### src/core/smr_map.svh
`ifndef SMR_MAP_SVH
`define SMR_MAP_SVH

// slave address: fixed prefix plus strap-selected low bits
`define SMR_ADDR_PREFIX   5'b01011
`define SMR_SEL_HIGH      2'b01
`define SMR_SEL_MID       2'b10
`define SMR_SEL_LOW       2'b00

// register space and pointer limits
`define SMR_REG_LAST      8'hef
`define SMR_PTR_MAX       8'hff
`define SMR_RD_ZERO       8'h00

// block command codes
`define SMR_CMD_BLKWR     8'hf0
`define SMR_CMD_PROC      8'hf1
`define SMR_CMD_FIX_FIRST 8'hf2
`define SMR_CMD_FIX_LAST  8'hfd

// fixed block table, {start, size}, code fdh in the top entry
`define SMR_FIX_TABLE {16'he509, 16'hd010, 16'hc808, 16'hb408, \
	16'h9020, 16'h780c, 16'h6e08, 16'h6704, \
	16'h5610, 16'h5006, 16'h4808, 16'h4008}

// byte framing
`define SMR_BIT_LAST      4'd7
`define SMR_BIT_FULL      4'd8
`define SMR_BIT_ZERO      4'd0
`define SMR_IDX_CMD       2'd0
`define SMR_IDX_CNT       2'd1
`define SMR_IDX_START     2'd2
`define SMR_IDX_MORE      2'd3

// bus-low timeout
`define SMR_CLK_MHZ       50
`define SMR_TIMEOUT_US    25000
`define SMR_TIMEOUT_CYC   (`SMR_TIMEOUT_US * `SMR_CLK_MHZ)

`endif

### src/core/smr_pkg.sv
package smr_pkg;

	typedef enum logic [2:0] {
		ST_IDLE,
		ST_RX,
		ST_ACK_TX,
		ST_TX,
		ST_ACK_RX,
		ST_SKIP
	} smr_state_e;

	typedef enum logic [1:0] {
		MD_PTR,
		MD_BLKWR,
		MD_PROC,
		MD_FIXED
	} smr_mode_e;

	typedef struct packed {
		logic       wr;
		logic       rd;
		logic [7:0] addr;
		logic [7:0] wdata;
	} smr_req_s;

endpackage

### src/core/smr_filt.sv
`timescale 1ns/100ps
`default_nettype none

module smr_filt #(
	parameter int unsigned N       = 2,
	parameter logic [1:0]  RST_VAL = 2'b11
) (
	// clock and reset
	input  wire logic         clk,
	input  wire logic         rst_b,
	// raw pins and filtered levels
	input  wire logic [N-1:0] raw,
	output var  logic [N-1:0] filt
);

	genvar i;
	generate
		for (i = 0; i < N; i++)
		begin : g_line
			logic s1_ff;
			logic s2_ff;
			logic s3_ff;
			// a level is taken only once two stages agree
			always_ff @(posedge clk or negedge rst_b)
			begin
				if (!rst_b)
				begin
					s1_ff   <= RST_VAL[i];
					s2_ff   <= RST_VAL[i];
					s3_ff   <= RST_VAL[i];
					filt[i] <= RST_VAL[i];
				end
				else
				begin
					s1_ff <= raw[i];
					s2_ff <= s1_ff;
					s3_ff <= s2_ff;
					if (s2_ff == s3_ff)
						filt[i] <= s3_ff;
				end
			end
		end
	endgenerate

endmodule

`default_nettype wire

### src/core/smr_port.sv
// Functional notes
// - first prefix match after power-up latches the strapped address for good
// - select high gives low bits 01, mid 10, low 00; prefix 01011
// - clock and data lines are filtered before the protocol logic sees them
// - start is data falling while clock high; next eight bits are the address
// - address byte is seven bits msb first, then direction, one meaning read
// - on a match drive the ninth-bit acknowledge low; ignore other addresses
// - nine clocks per byte; data moves only while the clock is low, except that an abort releases it at once, even with the clock high
// - first written byte after the address is a command or a pointer
// - host ends a read by not acknowledging; device then releases data
// - either line low past the timeout returns the machine to idle
// - the external reset pin does not touch the serial machine
// - every start reinitialises the serial machine
// - a start or stop inside a written byte discards that byte
// - a start or stop inside a read byte leaves clear-on-read registers
// - registers sit at 00h to efh; codes f0h to fdh are block commands, feh and ffh act as pointers
// - only send, write, block write, reads and process call; no pec or ara
// - the base pointer does not advance after reads, except process call
// - command f0h starts a block write
// - command f1h starts a block write then block read process call
// - codes f2h to fdh select fixed block reads from a table
// - write byte: pointer then data, each acknowledged, data stored
// - block write ignores the count; next byte is the start register
// - out-of-range writes acknowledged and dropped; pointer stops at ffh
// - out-of-range reads return 00h; reads go on while acknowledged
`include "smr_map.svh"
`timescale 1ns/100ps
`default_nettype none

module smr_port #(
	parameter int unsigned TIMEOUT_CYC = `SMR_TIMEOUT_CYC
) (
	// clock and power-on reset
	input  wire logic              CLOCK,
	input  wire logic              RST_B,
	// two-wire bus pins
	input  wire logic              SCL_IN,
	input  wire logic              SDA_IN,
	output var  logic              SDA_OUT,
	output var  logic              SDA_OE,
	// three-level address select from the pin comparators
	input  wire logic              ADDR_SEL_HIGH,
	input  wire logic              ADDR_SEL_MID,
	// register file side
	output var  smr_pkg::smr_req_s REG_REQ,
	input  wire logic [7:0]        REG_RDATA
);

	logic [1:0] bus_f;
	logic [1:0] sel_f;
	logic       tmo;

	smr_pkg::smr_state_e state_ff;
	smr_pkg::smr_mode_e  mode_ff;

	logic       scl_d_ff;
	logic       sda_d_ff;
	logic [3:0] bit_ff;
	logic [7:0] shift_ff;
	logic [7:0] tx_ff;
	logic       in_addr_ff;
	logic       rw_ff;
	logic [1:0] idx_ff;
	logic       lat_ok_ff;
	logic [1:0] lat_ff;
	logic [7:0] base_ff;
	logic [7:0] work_ff;
	logic [7:0] cnt_ff;
	logic       cnt_pend_ff;
	logic       mack_ff;

	// filtered lines, power-on reset only; no other reset reaches here
	smr_filt #(
		.N       (2),
		.RST_VAL (2'b11)
	) u_bus_filt (
		.clk   (CLOCK),
		.rst_b (RST_B),
		.raw   ({SCL_IN, SDA_IN}),
		.filt  (bus_f)
	);

	smr_filt #(
		.N       (2),
		.RST_VAL (2'b00)
	) u_sel_filt (
		.clk   (CLOCK),
		.rst_b (RST_B),
		.raw   ({ADDR_SEL_HIGH, ADDR_SEL_MID}),
		.filt  (sel_f)
	);

	wire scl = bus_f[1];
	wire sda = bus_f[0];

	// stuck-low watchdog on either line
	smr_tmo #(
		.LIMIT (TIMEOUT_CYC)
	) u_tmo (
		.clk    (CLOCK),
		.rst_b  (RST_B),
		.low    (~scl | ~sda),
		.expire (tmo)
	);

	// bus events
	wire scl_rise  = scl & ~scl_d_ff;
	wire scl_fall  = ~scl & scl_d_ff;
	wire start_det = scl & scl_d_ff & sda_d_ff & ~sda;
	wire stop_det  = scl & scl_d_ff & ~sda_d_ff & sda;

	// strap decode
	wire [1:0] sel_code = sel_f[1] ? `SMR_SEL_HIGH :
		sel_f[0] ? `SMR_SEL_MID : `SMR_SEL_LOW;

	// address match, latched low bits win once captured
	wire pfx_hit  = (shift_ff[7:3] == `SMR_ADDR_PREFIX);
	wire [1:0] own_low = lat_ok_ff ? lat_ff : sel_code;
	wire addr_hit = pfx_hit & (shift_ff[2:1] == own_low);

	// a byte is whole only at the falling edge after its eighth bit
	wire byte_done = (state_ff == smr_pkg::ST_RX) & scl_fall &
		(bit_ff == `SMR_BIT_FULL);
	wire addr_done = byte_done & in_addr_ff;
	wire data_done = byte_done & ~in_addr_ff;

	// command decode
	wire is_blkwr = (shift_ff == `SMR_CMD_BLKWR);
	wire is_proc  = (shift_ff == `SMR_CMD_PROC);
	wire is_fix   = (shift_ff >= `SMR_CMD_FIX_FIRST) &
		(shift_ff <= `SMR_CMD_FIX_LAST);
	wire [3:0]   fix_idx = 4'(shift_ff - `SMR_CMD_FIX_FIRST);
	wire [191:0] fix_tab = `SMR_FIX_TABLE;
	wire [15:0]  fix_ent = fix_tab[{fix_idx, 4'h0} +: 16];
	wire is_cmd   = data_done & (idx_ff == `SMR_IDX_CMD);

	// data-byte slots per mode
	wire ptr_data = (mode_ff == smr_pkg::MD_PTR) &
		(idx_ff != `SMR_IDX_CMD);
	wire blk_data = (mode_ff == smr_pkg::MD_BLKWR) &
		(idx_ff == `SMR_IDX_MORE);
	wire wr_slot  = data_done & (ptr_data | blk_data);
	wire set_start = data_done & (idx_ff == `SMR_IDX_START) &
		((mode_ff == smr_pkg::MD_BLKWR) | (mode_ff == smr_pkg::MD_PROC));
	wire set_cnt  = data_done & (idx_ff == `SMR_IDX_MORE) &
		(mode_ff == smr_pkg::MD_PROC);

	// range and saturating pointer step
	wire in_range = (work_ff <= `SMR_REG_LAST);
	wire [7:0] nxt_work = (work_ff == `SMR_PTR_MAX) ? work_ff :
		8'(work_ff + 8'h01);

	// block reads open with the count byte
	wire blk_rd  = (mode_ff == smr_pkg::MD_PROC) |
		(mode_ff == smr_pkg::MD_FIXED);
	wire cnt_out = blk_rd & cnt_pend_ff;
	wire [7:0] rd_byte = cnt_out ? cnt_ff :
		(in_range ? REG_RDATA : `SMR_RD_ZERO);

	// transmit progress; clear-on-read only after all eight bits
	wire tx_fall  = (state_ff == smr_pkg::ST_TX) & scl_fall;
	wire tx_last  = tx_fall & (bit_ff == `SMR_BIT_LAST);
	wire ack_fall = (state_ff == smr_pkg::ST_ACK_TX) & scl_fall;
	wire go_tx    = ack_fall & rw_ff & in_addr_ff;
	wire mack_fall = (state_ff == smr_pkg::ST_ACK_RX) & scl_fall;
	wire tx_next  = go_tx | (mack_fall & mack_ff);
	wire abort    = start_det | stop_det | tmo;

	always_ff @(posedge CLOCK or negedge RST_B)
	begin
		if (!RST_B)
		begin
			scl_d_ff <= 1'b1;
			sda_d_ff <= 1'b1;
		end
		else
		begin
			scl_d_ff <= scl;
			sda_d_ff <= sda;
		end
	end

	// protocol state; start reinitialises from anywhere
	always_ff @(posedge CLOCK or negedge RST_B)
	begin
		if (!RST_B)
			state_ff <= smr_pkg::ST_IDLE;
		else if (start_det)
			state_ff <= smr_pkg::ST_RX;
		else if (stop_det || tmo)
			state_ff <= smr_pkg::ST_IDLE;
		else if (addr_done && !addr_hit)
			state_ff <= smr_pkg::ST_SKIP;
		else if (byte_done)
			state_ff <= smr_pkg::ST_ACK_TX;
		else if (tx_next)
			state_ff <= smr_pkg::ST_TX;
		else if (ack_fall)
			state_ff <= smr_pkg::ST_RX;
		else if (tx_last)
			state_ff <= smr_pkg::ST_ACK_RX;
		else if (mack_fall)
			state_ff <= smr_pkg::ST_SKIP;
	end

	// bit counter and shifters, msb first
	always_ff @(posedge CLOCK or negedge RST_B)
	begin
		if (!RST_B)
		begin
			bit_ff   <= `SMR_BIT_ZERO;
			shift_ff <= 8'h00;
			tx_ff    <= 8'h00;
		end
		else if (abort || ack_fall || tx_next)
		begin
			bit_ff <= `SMR_BIT_ZERO;
			if (tx_next)
				tx_ff <= rd_byte;
		end
		else if (state_ff == smr_pkg::ST_RX && scl_rise)
		begin
			bit_ff   <= bit_ff + 4'd1;
			shift_ff <= {shift_ff[6:0], sda};
		end
		else if (tx_fall)
		begin
			bit_ff <= bit_ff + 4'd1;
			tx_ff  <= {tx_ff[6:0], 1'b0};
		end
	end

	// data line: ack, then read bits, changed on falling clock or released at once on abort
	always_ff @(posedge CLOCK or negedge RST_B)
	begin
		if (!RST_B)
			SDA_OE <= 1'b0;
		else if (abort || tx_last || ack_fall)
			SDA_OE <= !abort && tx_next && !rd_byte[7];
		else if (addr_done)
			SDA_OE <= addr_hit;
		else if (data_done)
			SDA_OE <= 1'b1;
		else if (tx_next)
			SDA_OE <= ~rd_byte[7];
		else if (tx_fall)
			SDA_OE <= ~tx_ff[6];
		else if (mack_fall)
			SDA_OE <= 1'b0;
	end

	always_ff @(posedge CLOCK or negedge RST_B)
	begin
		if (!RST_B)
			SDA_OUT <= 1'b0;
		else
			SDA_OUT <= 1'b0;
	end

	// master acknowledge sampled on the ninth rising clock
	always_ff @(posedge CLOCK or negedge RST_B)
	begin
		if (!RST_B)
			mack_ff <= 1'b0;
		else if (state_ff == smr_pkg::ST_ACK_RX && scl_rise)
			mack_ff <= ~sda;
	end

	// transaction framing
	always_ff @(posedge CLOCK or negedge RST_B)
	begin
		if (!RST_B)
		begin
			in_addr_ff <= 1'b0;
			rw_ff      <= 1'b0;
			idx_ff     <= `SMR_IDX_CMD;
		end
		else if (start_det)
		begin
			in_addr_ff <= 1'b1;
			idx_ff     <= `SMR_IDX_CMD;
		end
		else if (addr_done)
			rw_ff <= shift_ff[0];
		else if (ack_fall)
			in_addr_ff <= 1'b0;
		else if (data_done && idx_ff != `SMR_IDX_MORE)
			idx_ff <= idx_ff + 2'd1;
	end

	// address capture, held until power is removed
	always_ff @(posedge CLOCK or negedge RST_B)
	begin
		if (!RST_B)
		begin
			lat_ok_ff <= 1'b0;
			lat_ff    <= `SMR_SEL_LOW;
		end
		else if (addr_done && pfx_hit && !lat_ok_ff)
		begin
			lat_ok_ff <= 1'b1;
			lat_ff    <= sel_code;
		end
	end

	// command, mode and base pointer
	always_ff @(posedge CLOCK or negedge RST_B)
	begin
		if (!RST_B)
		begin
			mode_ff <= smr_pkg::MD_PTR;
			base_ff <= 8'h00;
			cnt_ff  <= 8'h00;
		end
		else if (is_cmd)
		begin
			if (is_blkwr)
				mode_ff <= smr_pkg::MD_BLKWR;
			else if (is_proc)
				mode_ff <= smr_pkg::MD_PROC;
			else if (is_fix)
			begin
				mode_ff <= smr_pkg::MD_FIXED;
				base_ff <= fix_ent[15:8];
				cnt_ff  <= fix_ent[7:0];
			end
			else
			begin
				mode_ff <= smr_pkg::MD_PTR;
				base_ff <= shift_ff;
			end
		end
		else if (set_start)
			base_ff <= shift_ff;
		else if (set_cnt)
			cnt_ff <= shift_ff;
		else if (tx_last && !cnt_out && mode_ff == smr_pkg::MD_PROC)
			base_ff <= nxt_work;
	end

	// working pointer; reloaded from base at every read address
	always_ff @(posedge CLOCK or negedge RST_B)
	begin
		if (!RST_B)
			work_ff <= 8'h00;
		else if (is_cmd && !is_blkwr && !is_proc)
			work_ff <= is_fix ? fix_ent[15:8] : shift_ff;
		else if (set_start)
			work_ff <= shift_ff;
		else if (addr_done && addr_hit && shift_ff[0])
			work_ff <= base_ff;
		else if (wr_slot || (tx_last && !cnt_out))
			work_ff <= nxt_work;
	end

	// count byte goes first in a block read
	always_ff @(posedge CLOCK or negedge RST_B)
	begin
		if (!RST_B)
			cnt_pend_ff <= 1'b0;
		else if (addr_done)
			cnt_pend_ff <= shift_ff[0];
		else if (tx_last)
			cnt_pend_ff <= 1'b0;
	end

	// register file strobes; only whole bytes commit
	always_ff @(posedge CLOCK or negedge RST_B)
	begin
		if (!RST_B)
			REG_REQ <= '0;
		else
		begin
			REG_REQ.wr    <= wr_slot & in_range;
			REG_REQ.rd    <= tx_last & ~cnt_out & in_range;
			REG_REQ.addr  <= work_ff;
			REG_REQ.wdata <= shift_ff;
		end
	end

endmodule

`default_nettype wire

### src/core/smr_tmo.sv
`timescale 1ns/100ps
`default_nettype none

module smr_tmo #(
	parameter int unsigned LIMIT = 1250000
) (
	// clock and reset
	input  wire logic clk,
	input  wire logic rst_b,
	// either bus line low, and timeout pulse
	input  wire logic low,
	output var  logic expire
);

	localparam int unsigned W = $clog2(LIMIT + 1);
	localparam logic [W-1:0] LAST = W'(LIMIT - 1);

	logic [W-1:0] cnt_ff;

	wire at_last = (cnt_ff == LAST);

	always_ff @(posedge clk or negedge rst_b)
	begin
		if (!rst_b)
		begin
			cnt_ff <= '0;
			expire <= 1'b0;
		end
		else
		begin
			expire <= low & at_last;
			if (!low || at_last)
				cnt_ff <= '0;
			else
				cnt_ff <= cnt_ff + 1'b1;
		end
	end

endmodule

`default_nettype wire

### config.mk
export PLATFORM = sky130hd
export DESIGN_NAME = smr_port
export DESIGN_NICKNAME = d
export VERILOG_FILES = /design/src/core/smr_pkg.sv /design/src/core/smr_filt.sv /design/src/core/smr_port.sv /design/src/core/smr_tmo.sv
export VERILOG_INCLUDE_DIRS = /design/src /design/src/core
export SDC_FILE = /design/constraint.sdc
export NUM_CORES = 1
export LEC_CHECK = 0
export ABC_AREA = 1
export ABC_CLOCK_PERIOD_IN_PS = 5500
export BUFFER_PORTS_ARGS = -buffer_cell sky130_fd_sc_hd__buf_2
export CAP_MARGIN = 20
export CORE_MARGIN = 3
export CORE_UTILIZATION = 55
export CTS_CLUSTER_DIAMETER = 30
export DETAILED_ROUTE_END_ITERATION = 12
export HOLD_SLACK_MARGIN = 0.05
export PLACE_DENSITY = 0.73
export SLEW_MARGIN = 20
export SYNTH_ARGS = -nofsm -noshare
export SYNTH_HDL_FRONTEND = slang
export SYNTH_HIERARCHICAL = 1
export SYNTH_SLANG_ARGS = --single-unit
export TNS_END_PERCENT = 20
### constraint.sdc
create_clock -name CLOCK -period 5.5 [get_ports CLOCK]
set_input_delay 0.275 -clock CLOCK [delete_from_list [all_inputs] [get_ports CLOCK]]
set_output_delay 0.275 -clock CLOCK [all_outputs]
set_load 0.03 [all_outputs]
**After elaboration in Yosys (flattened, before gate mapping)**

Cells that the tools add are included.
Widths: inputs -> output; s select.

- Flip-flop bits (word level): 116
- Input port bits: 14
- Output and inout port bits: 20
- Logic and storage cells: 236

- Add/sub/neg operators: 5
- Magnitude comparators: 3
- Eq/ne operators: 31
- Shifts and indexed selects: 1
- Muxes and demuxes: 57
- Bitwise gates (word level): 50
- Reduce and logical (&&, ||, !) cells: 49

Operators by type and width:

| cell | number |
|---|---|
| $shiftx 192x9->16 const A | 1 |
| $mux 8 | 20 |
| $and 1x1->1 | 33 |
| $mux 7 | 4 |
| $eq 8x8->1 const B | 3 |
| $mux 3 | 8 |
| $add 21x1->21 const B | 1 |
| $eq 21x21->1 const B | 1 |
| $mux 21 | 1 |
| $mux 2 | 10 |
| $ne 2x2->1 const B | 9 |
| $le 8x8->1 const B | 2 |
| $logic_and 1x1->1 | 14 |
| $mux 4 | 3 |
| $reduce_bool 2->1 | 6 |
| $mux 1 | 11 |
| $not 1->1 | 10 |
| $add 8x1->8 const B | 1 |
| $eq 2x2->1 const B | 4 |
| $ge 8x8->1 const B | 1 |
| $logic_not 1->1 | 8 |
| $reduce_bool 8->1 | 1 |
| $logic_or 1x1->1 | 7 |
| $or 1x1->1 | 7 |
| other kinds (21) | 30 |

**Logic depth before layout (Yosys ltp)**

- Depth after elaboration: 11
- Depth in mapped cells: 15
- Depth with buffers taken out: 14

**Hierarchy**

The synthesis kept the hierarchy.

By module, submodules not included:

| module | times used | cells each | area each (um^2) | sequential area each (um^2) |
|---|---|---|---|---|
| smr_port | 1 | 715 | 5063.6 | 1954.4 |
| smr_tmo | 1 | 169 | 1345.0 | 550.5 |
| smr_filt at u_bus_filt | 1 | 16 | 242.7 | 210.2 |
| smr_filt at u_sel_filt | 1 | 16 | 232.7 | 200.2 |

**Worst setup path after synthesis**

Ideal clock, no wire load.

- Path type: flip-flop to flip-flop
- From: register shift_ff[1]
- To: register work_ff[2]
- Arrival: 1.968 ns
- Data required time: 5.383 ns
- Slack: 3.416 ns
- Cell stages (with the launch flop): 13
- Path buffers: 1
- Cell sequence: dfrtp_1 -> inv_1 -> ha_1 -> clkbuf_1 -> nor2_1 -> o21ai_0 -> nand2_1 -> nand2_1 -> nand4_1 -> nand2_1 -> inv_1 -> nand2_1 -> nand2_1

- Cells in the longest elaborated chain, start to end: 7

Ends and longest elaborated chain:

| element | line | RTL |
|---|---|---|
| from (decl) | smr_port.sv:59 | `logic [7:0] shift_ff;` |
| from (signal assigned) | smr_port.sv:224 | `shift_ff <= {shift_ff[6:0], sda};` |
| branches (longest 7 deep; another with $sub 4x2->4) | -- |  |
| to (signal assigned) | smr_port.sv:347 | `work_ff <= is_fix ? fix_ent[15:8] : shift_ff;` |
| to (signal assigned) | smr_port.sv:349 | `work_ff <= shift_ff;` |
| to (signal assigned) | smr_port.sv:351 | `work_ff <= base_ff;` |
| to (decl) | smr_port.sv:67 | `logic [7:0] work_ff;` |

Several ways; the timed one is not identified.
A chain may end at the register's enable or synchronous reset.

**Final worst setup path**

- From: register u_bus_filt.filt[0]
- To: register bit_ff[2]

- Cells in the longest elaborated chain, start to end: 7

Ends and longest elaborated chain:

| element | line | RTL |
|---|---|---|
| from (decl) | smr_filt.sv:13 | `output var logic [N-1:0] filt` |
| from (signal, indexed assignment) | smr_filt.sv:31 | `filt[i] <= RST_VAL[i];` |
| $not 1->1 | smr_port.sv:109 | `wire start_det = scl & scl_d_ff & sda_d_ff & ~sda;` |
| $and 1x1->1 | smr_port.sv:109 |  |
| $or 1x1->1 (*) (2 in a row) | smr_port.sv:167 | `wire abort = start_det \| stop_det \| tmo;` |
| $logic_or 1x1->1 (*) (2 in a row) | smr_port.sv:215 | `else if (abort \|\| ack_fall \|\| tx_next)` |
| $reduce_bool 3->1 (no source line) / $mux 4 (equally long branches) | -- |  |
| to (signal assigned) | smr_port.sv:211 | `` bit_ff <= `SMR_BIT_ZERO; `` |
| to (signal assigned) | smr_port.sv:217 | `` bit_ff <= `SMR_BIT_ZERO; `` |
| to (signal assigned) | smr_port.sv:223 | `bit_ff <= bit_ff + 4'd1;` |
| to (decl) | smr_port.sv:58 | `logic [3:0] bit_ff;` |

Every way passes the cells marked *; elsewhere a longest branch is shown, timed or not.

==> results.md <==
- Num CTS Buffers: 17
- Starting DRC count in detailed routing: 604
- Layout cells sized above 1: 0.148
- Sw frac: 0.383
- Post-synth cell types: 40
- Slowest Stage Delay on Critical Path: just under 0.6 ns
- Total Wirelength: roughly 17 mm
- Netlist Area Pre-Place: between 6000 and 7000 µm²
- Leading area contributor after synthesis: dfrtp_1
- I/O pin count: 34
- Cell family with most CP delay: simple AND/OR/NAND/NOR gates
- Startpoint class of the critical path: register
- Yosys warning count: 6
- Via density: about 5.3
- Layout Cells excl Fill: 1,134
- Post-Syn Nets: roughly 950
- P&R area growth vs syn: 12.4%
- Reg power frac: 0.393
- Synthesized area per cell: between 7 and 8 µm²
- Hold crit path type: in -> async
- Fin Setup TNS: 0 ns
- Diodes inserted: 0
- Headroom to the max-slew limit: 0.336
- H-tree Lvls: 4
- Status: finished clean
- Ys flop type: dfrtp_1
- # setup viols final: 0
- Worst-case clock buffer depth: 2
- Die Wd: between 100 and 150 µm
- Max Fclk: approximately 0.38 GHz
- Row cnt: 40
- Clk_lat worst skew: ~0.43 ns
- Crit path capture type: register
- CP Max Fanout: 20
- Worst path bufs/invs: 3
- Req. time, crit path: slightly below 6 ns
- GRT Total Usage: 0.250
- Final period util: 0.475
- Sequential fraction of the synthesis area: 0.423
- Synthesized flop and latch total: around 120
- Worst-path clk slew: about 0.060 ns
- RSZ-0062 raised after global routing: no
- R2R setup slack: between 2 and 3 ns
- WS Path Type: reg -> reg
- Clock root buffer: clkbuf_16
- Peak supply drop: 0.272 mV
- Clock power share: 0.350
- Post-CTS Setup Inserts: 0
- Final Wtd Congestion: 0.986
- Fin. Hold Viols: 0
- Cell breakdown of the critical path: inv_1 > nand4_1 > inv_1 > nor2_4 > inv_1 > nor2_2 > nand3_1 > a21oi_1 > a21oi_1
- Post-layout net count: 986
- Placed cells: approximately 1,100
- Routed WL per cell: 14.6 µm
- Final ANT Viol Nets: 0
- Die Y: around 120 µm
- Port Buffers: 32
- Post-cts sizing count: 0
- Vias in the first global route: 5,683
- Placeable Area: around 12,000 µm²
- Cells after synthesis: approximately 900
- Number of flops mapped to enable cells by yosys: 0
- DRC: 0
- Psw: approximately 1.2 mW
- Worst-margin pin slew: 0.996 ns
- Final Max Slew Viols: 0
- Initial antenna violation count: 0
- Max-Cap Viols: 0
- Starting Density: 0.568
- Leading post-synthesis cells by cell area: dfrtp_1 (39%), nand2_1 (15%), nand3_1 (7.2%), inv_1 (5.6%), nor2_1 (5.6%)
- Combinational fraction of design power: 0.258
- Pre-Repair DR Iteration Count: 5
- Global route overflow: 0
- Top-area cell type share of the netlist area: 0.385
- Most used cell, CP: inv_1
- P_int: around 1.9 mW
- Pwr/cell area: between 300 and 400 nW/µm²
- Final Critical Period: about 2.6 ns
- CTS tree: done
- Overall die area: 13,900 µm²
- Layout Skew: between 0.006 and 0.007 ns
- Worst Path Arrival: just under 3 ns
- Ys async rst share: 1.00
- Via count: around 6,000
- P_leak: ~4 nW
- First-pass GRT wire length: 27.8 mm
- Critical path depth: 9
- Pin count of the biggest net entering global routing: 79
- CP max-delay cell: nor2_2
- R2r worst-path depth: 9
- CTS sink count: approximately 120
- DP HPWL: about 11 mm
## final cells by class
type / instances / area (µm²)
sequential: 116 / 2920
inverter: 110 / 415
tap: 168 / 210
fill: 1065 / 4370
multi-input combinational: 671 / 3420
timing repair buffer: 37 / 210
clock buffer: 18 / 439
clock inverter: 14 / 128
## power by group through the flow
stage / Combinational [mW] / Clock, mW / Sequential (mW)
detailed placement: 0.769 / 0 / 1.20
CTS: 0.776 / 1.08 / 1.19
finish: 0.784 / 1.06 / 1.19
global placement: 0.758 / 0 / 1.20
global route: 0.888 / 1.11 / 1.21
floorplan: 0.567 / 0 / 1.18
## flip-flops by register name, summed over array words and instances, names as in the netlist, 3 cells and up
name	flops
REG_REQ	18
base_ff	8
bit_ff	4
cnt_ff	8
shift_ff	8
state_ff	3
tx_ff	7
u_tmo/cnt_ff	21
work_ff	8
## worst register-to-register path, delay by kind of cell, from the launching register on
kind,cells,cell delay [ns]
DFF,1,0.57
buffers and inverters,3,0.27
AOI/OAI and AO/OA,2,0.29
and+or+nand+nor,4,1.35
## Yosys cell counts, types with 5 or more instances
| master | instances |
|---|---|
| a21oi_1 | 15 |
| buf_2 | 6 |
| buf_6 | 5 |
| dfrtp_1 | 106 |
| dfstp_2 | 10 |
| ha_1 | 19 |
| inv_1 | 103 |
| inv_2 | 5 |
| nand2_1 | 272 |
| nand2_2 | 11 |
| nand2_4 | 5 |
| nand3_1 | 99 |
| nand3_2 | 6 |
| nand4_1 | 21 |
| nor2_1 | 103 |
| nor2_2 | 14 |
| nor2_4 | 11 |
| nor3_2 | 5 |
| o21ai_0 | 48 |
| o21ai_1 | 5 |
| xnor2_1 | 6 |
| xor2_1 | 7 |
## cells by family after synthesis
kind of cell	synth area share
AOI/OAI and AO/OA	0.0633
xor gates and xnor gates	0.0165
adders and majority gates	0.0345
buffers and inverters	0.0794
DFF	0.423
other	0.000545
and+or+nand+nor	0.382
## routing by layer
metal,up-vias,wire (µm),track usage
met2,208,7370,0.367
li1,2987,-,-
met5,-,0,0
met4,0,402,0.103
met3,41,1150,0.0654
met1,2764,7590,0.353
## placed cells by master, fill, tap and decap left out, types with 2 or more instances in the layout
cell type        n
nand3_1         99
nor2_4          11
nand2_1        272
clkinv_4         4
nor2_2          14
o21ai_0         48
nand3_2          6
o21ai_1          5
nor3_1           3
nand3b_1         4
nand2_4          5
ha_1            19
dfstp_2         10
o21bai_1         3
inv_1          103
nand3_4          3
nor3_2           5
xnor2_1          6
inv_6            4
dfrtp_1        106
clkinv_2         4
nor2_8           2
a21oi_1         15
nor2_1         103
nand2_2         11
clkbuf_16       17
xor2_1           7
buf_2           31
nand4_1         21
dlygate4sd3_1    4
inv_2            5
buf_4            2
## path summary, 6_finish.rpt
path,start,endpoint
worst max-delay path,u_bus_filt/filt[0]$_DFFE_PN1N_,bit_ff[2]$_DFFE_PN0P_
worst min-delay path,RST_B,cnt_ff[7]$_DFFE_PN0P_
worst max register to register,u_bus_filt/filt[0]$_DFFE_PN1N_,bit_ff[2]$_DFFE_PN0P_
worst min register to register,u_sel_filt/g_line[1].s1_ff$_DFF_PN0_,u_sel_filt/g_line[1].s2_ff$_DFF_PN0_
max in group asynchronous,RST_B,u_bus_filt/g_line[0].s2_ff$_DFF_PN1_
min in group CLOCK,REG_RDATA[0],tx_ff[0]$_DFFE_PN0P_
## stage by stage
step	utilization	cell area, µm²	hold slack, ns	power (mW)	worst slack (ns)
global placement	0.589	7130	0.335	1.96	2.95
global route	0.639	7740	0.0936	3.21	2.52
detailed placement	0.589	7130	0.337	1.97	2.91
CTS	0.639	7740	0.0622	3.04	2.89
finish	0.639	7740	0.0153	3.04	2.89
floorplan	-	6880	-0.0206	1.75	3.42
## repair_timing
item | 4_1_cts | 5_1_grt
endpoints found under the setup margin | 0 | 0
hold endpoints to repair | 4 | 0
hold buffers | 4 | 0
(Power assumes the default switching activity.)
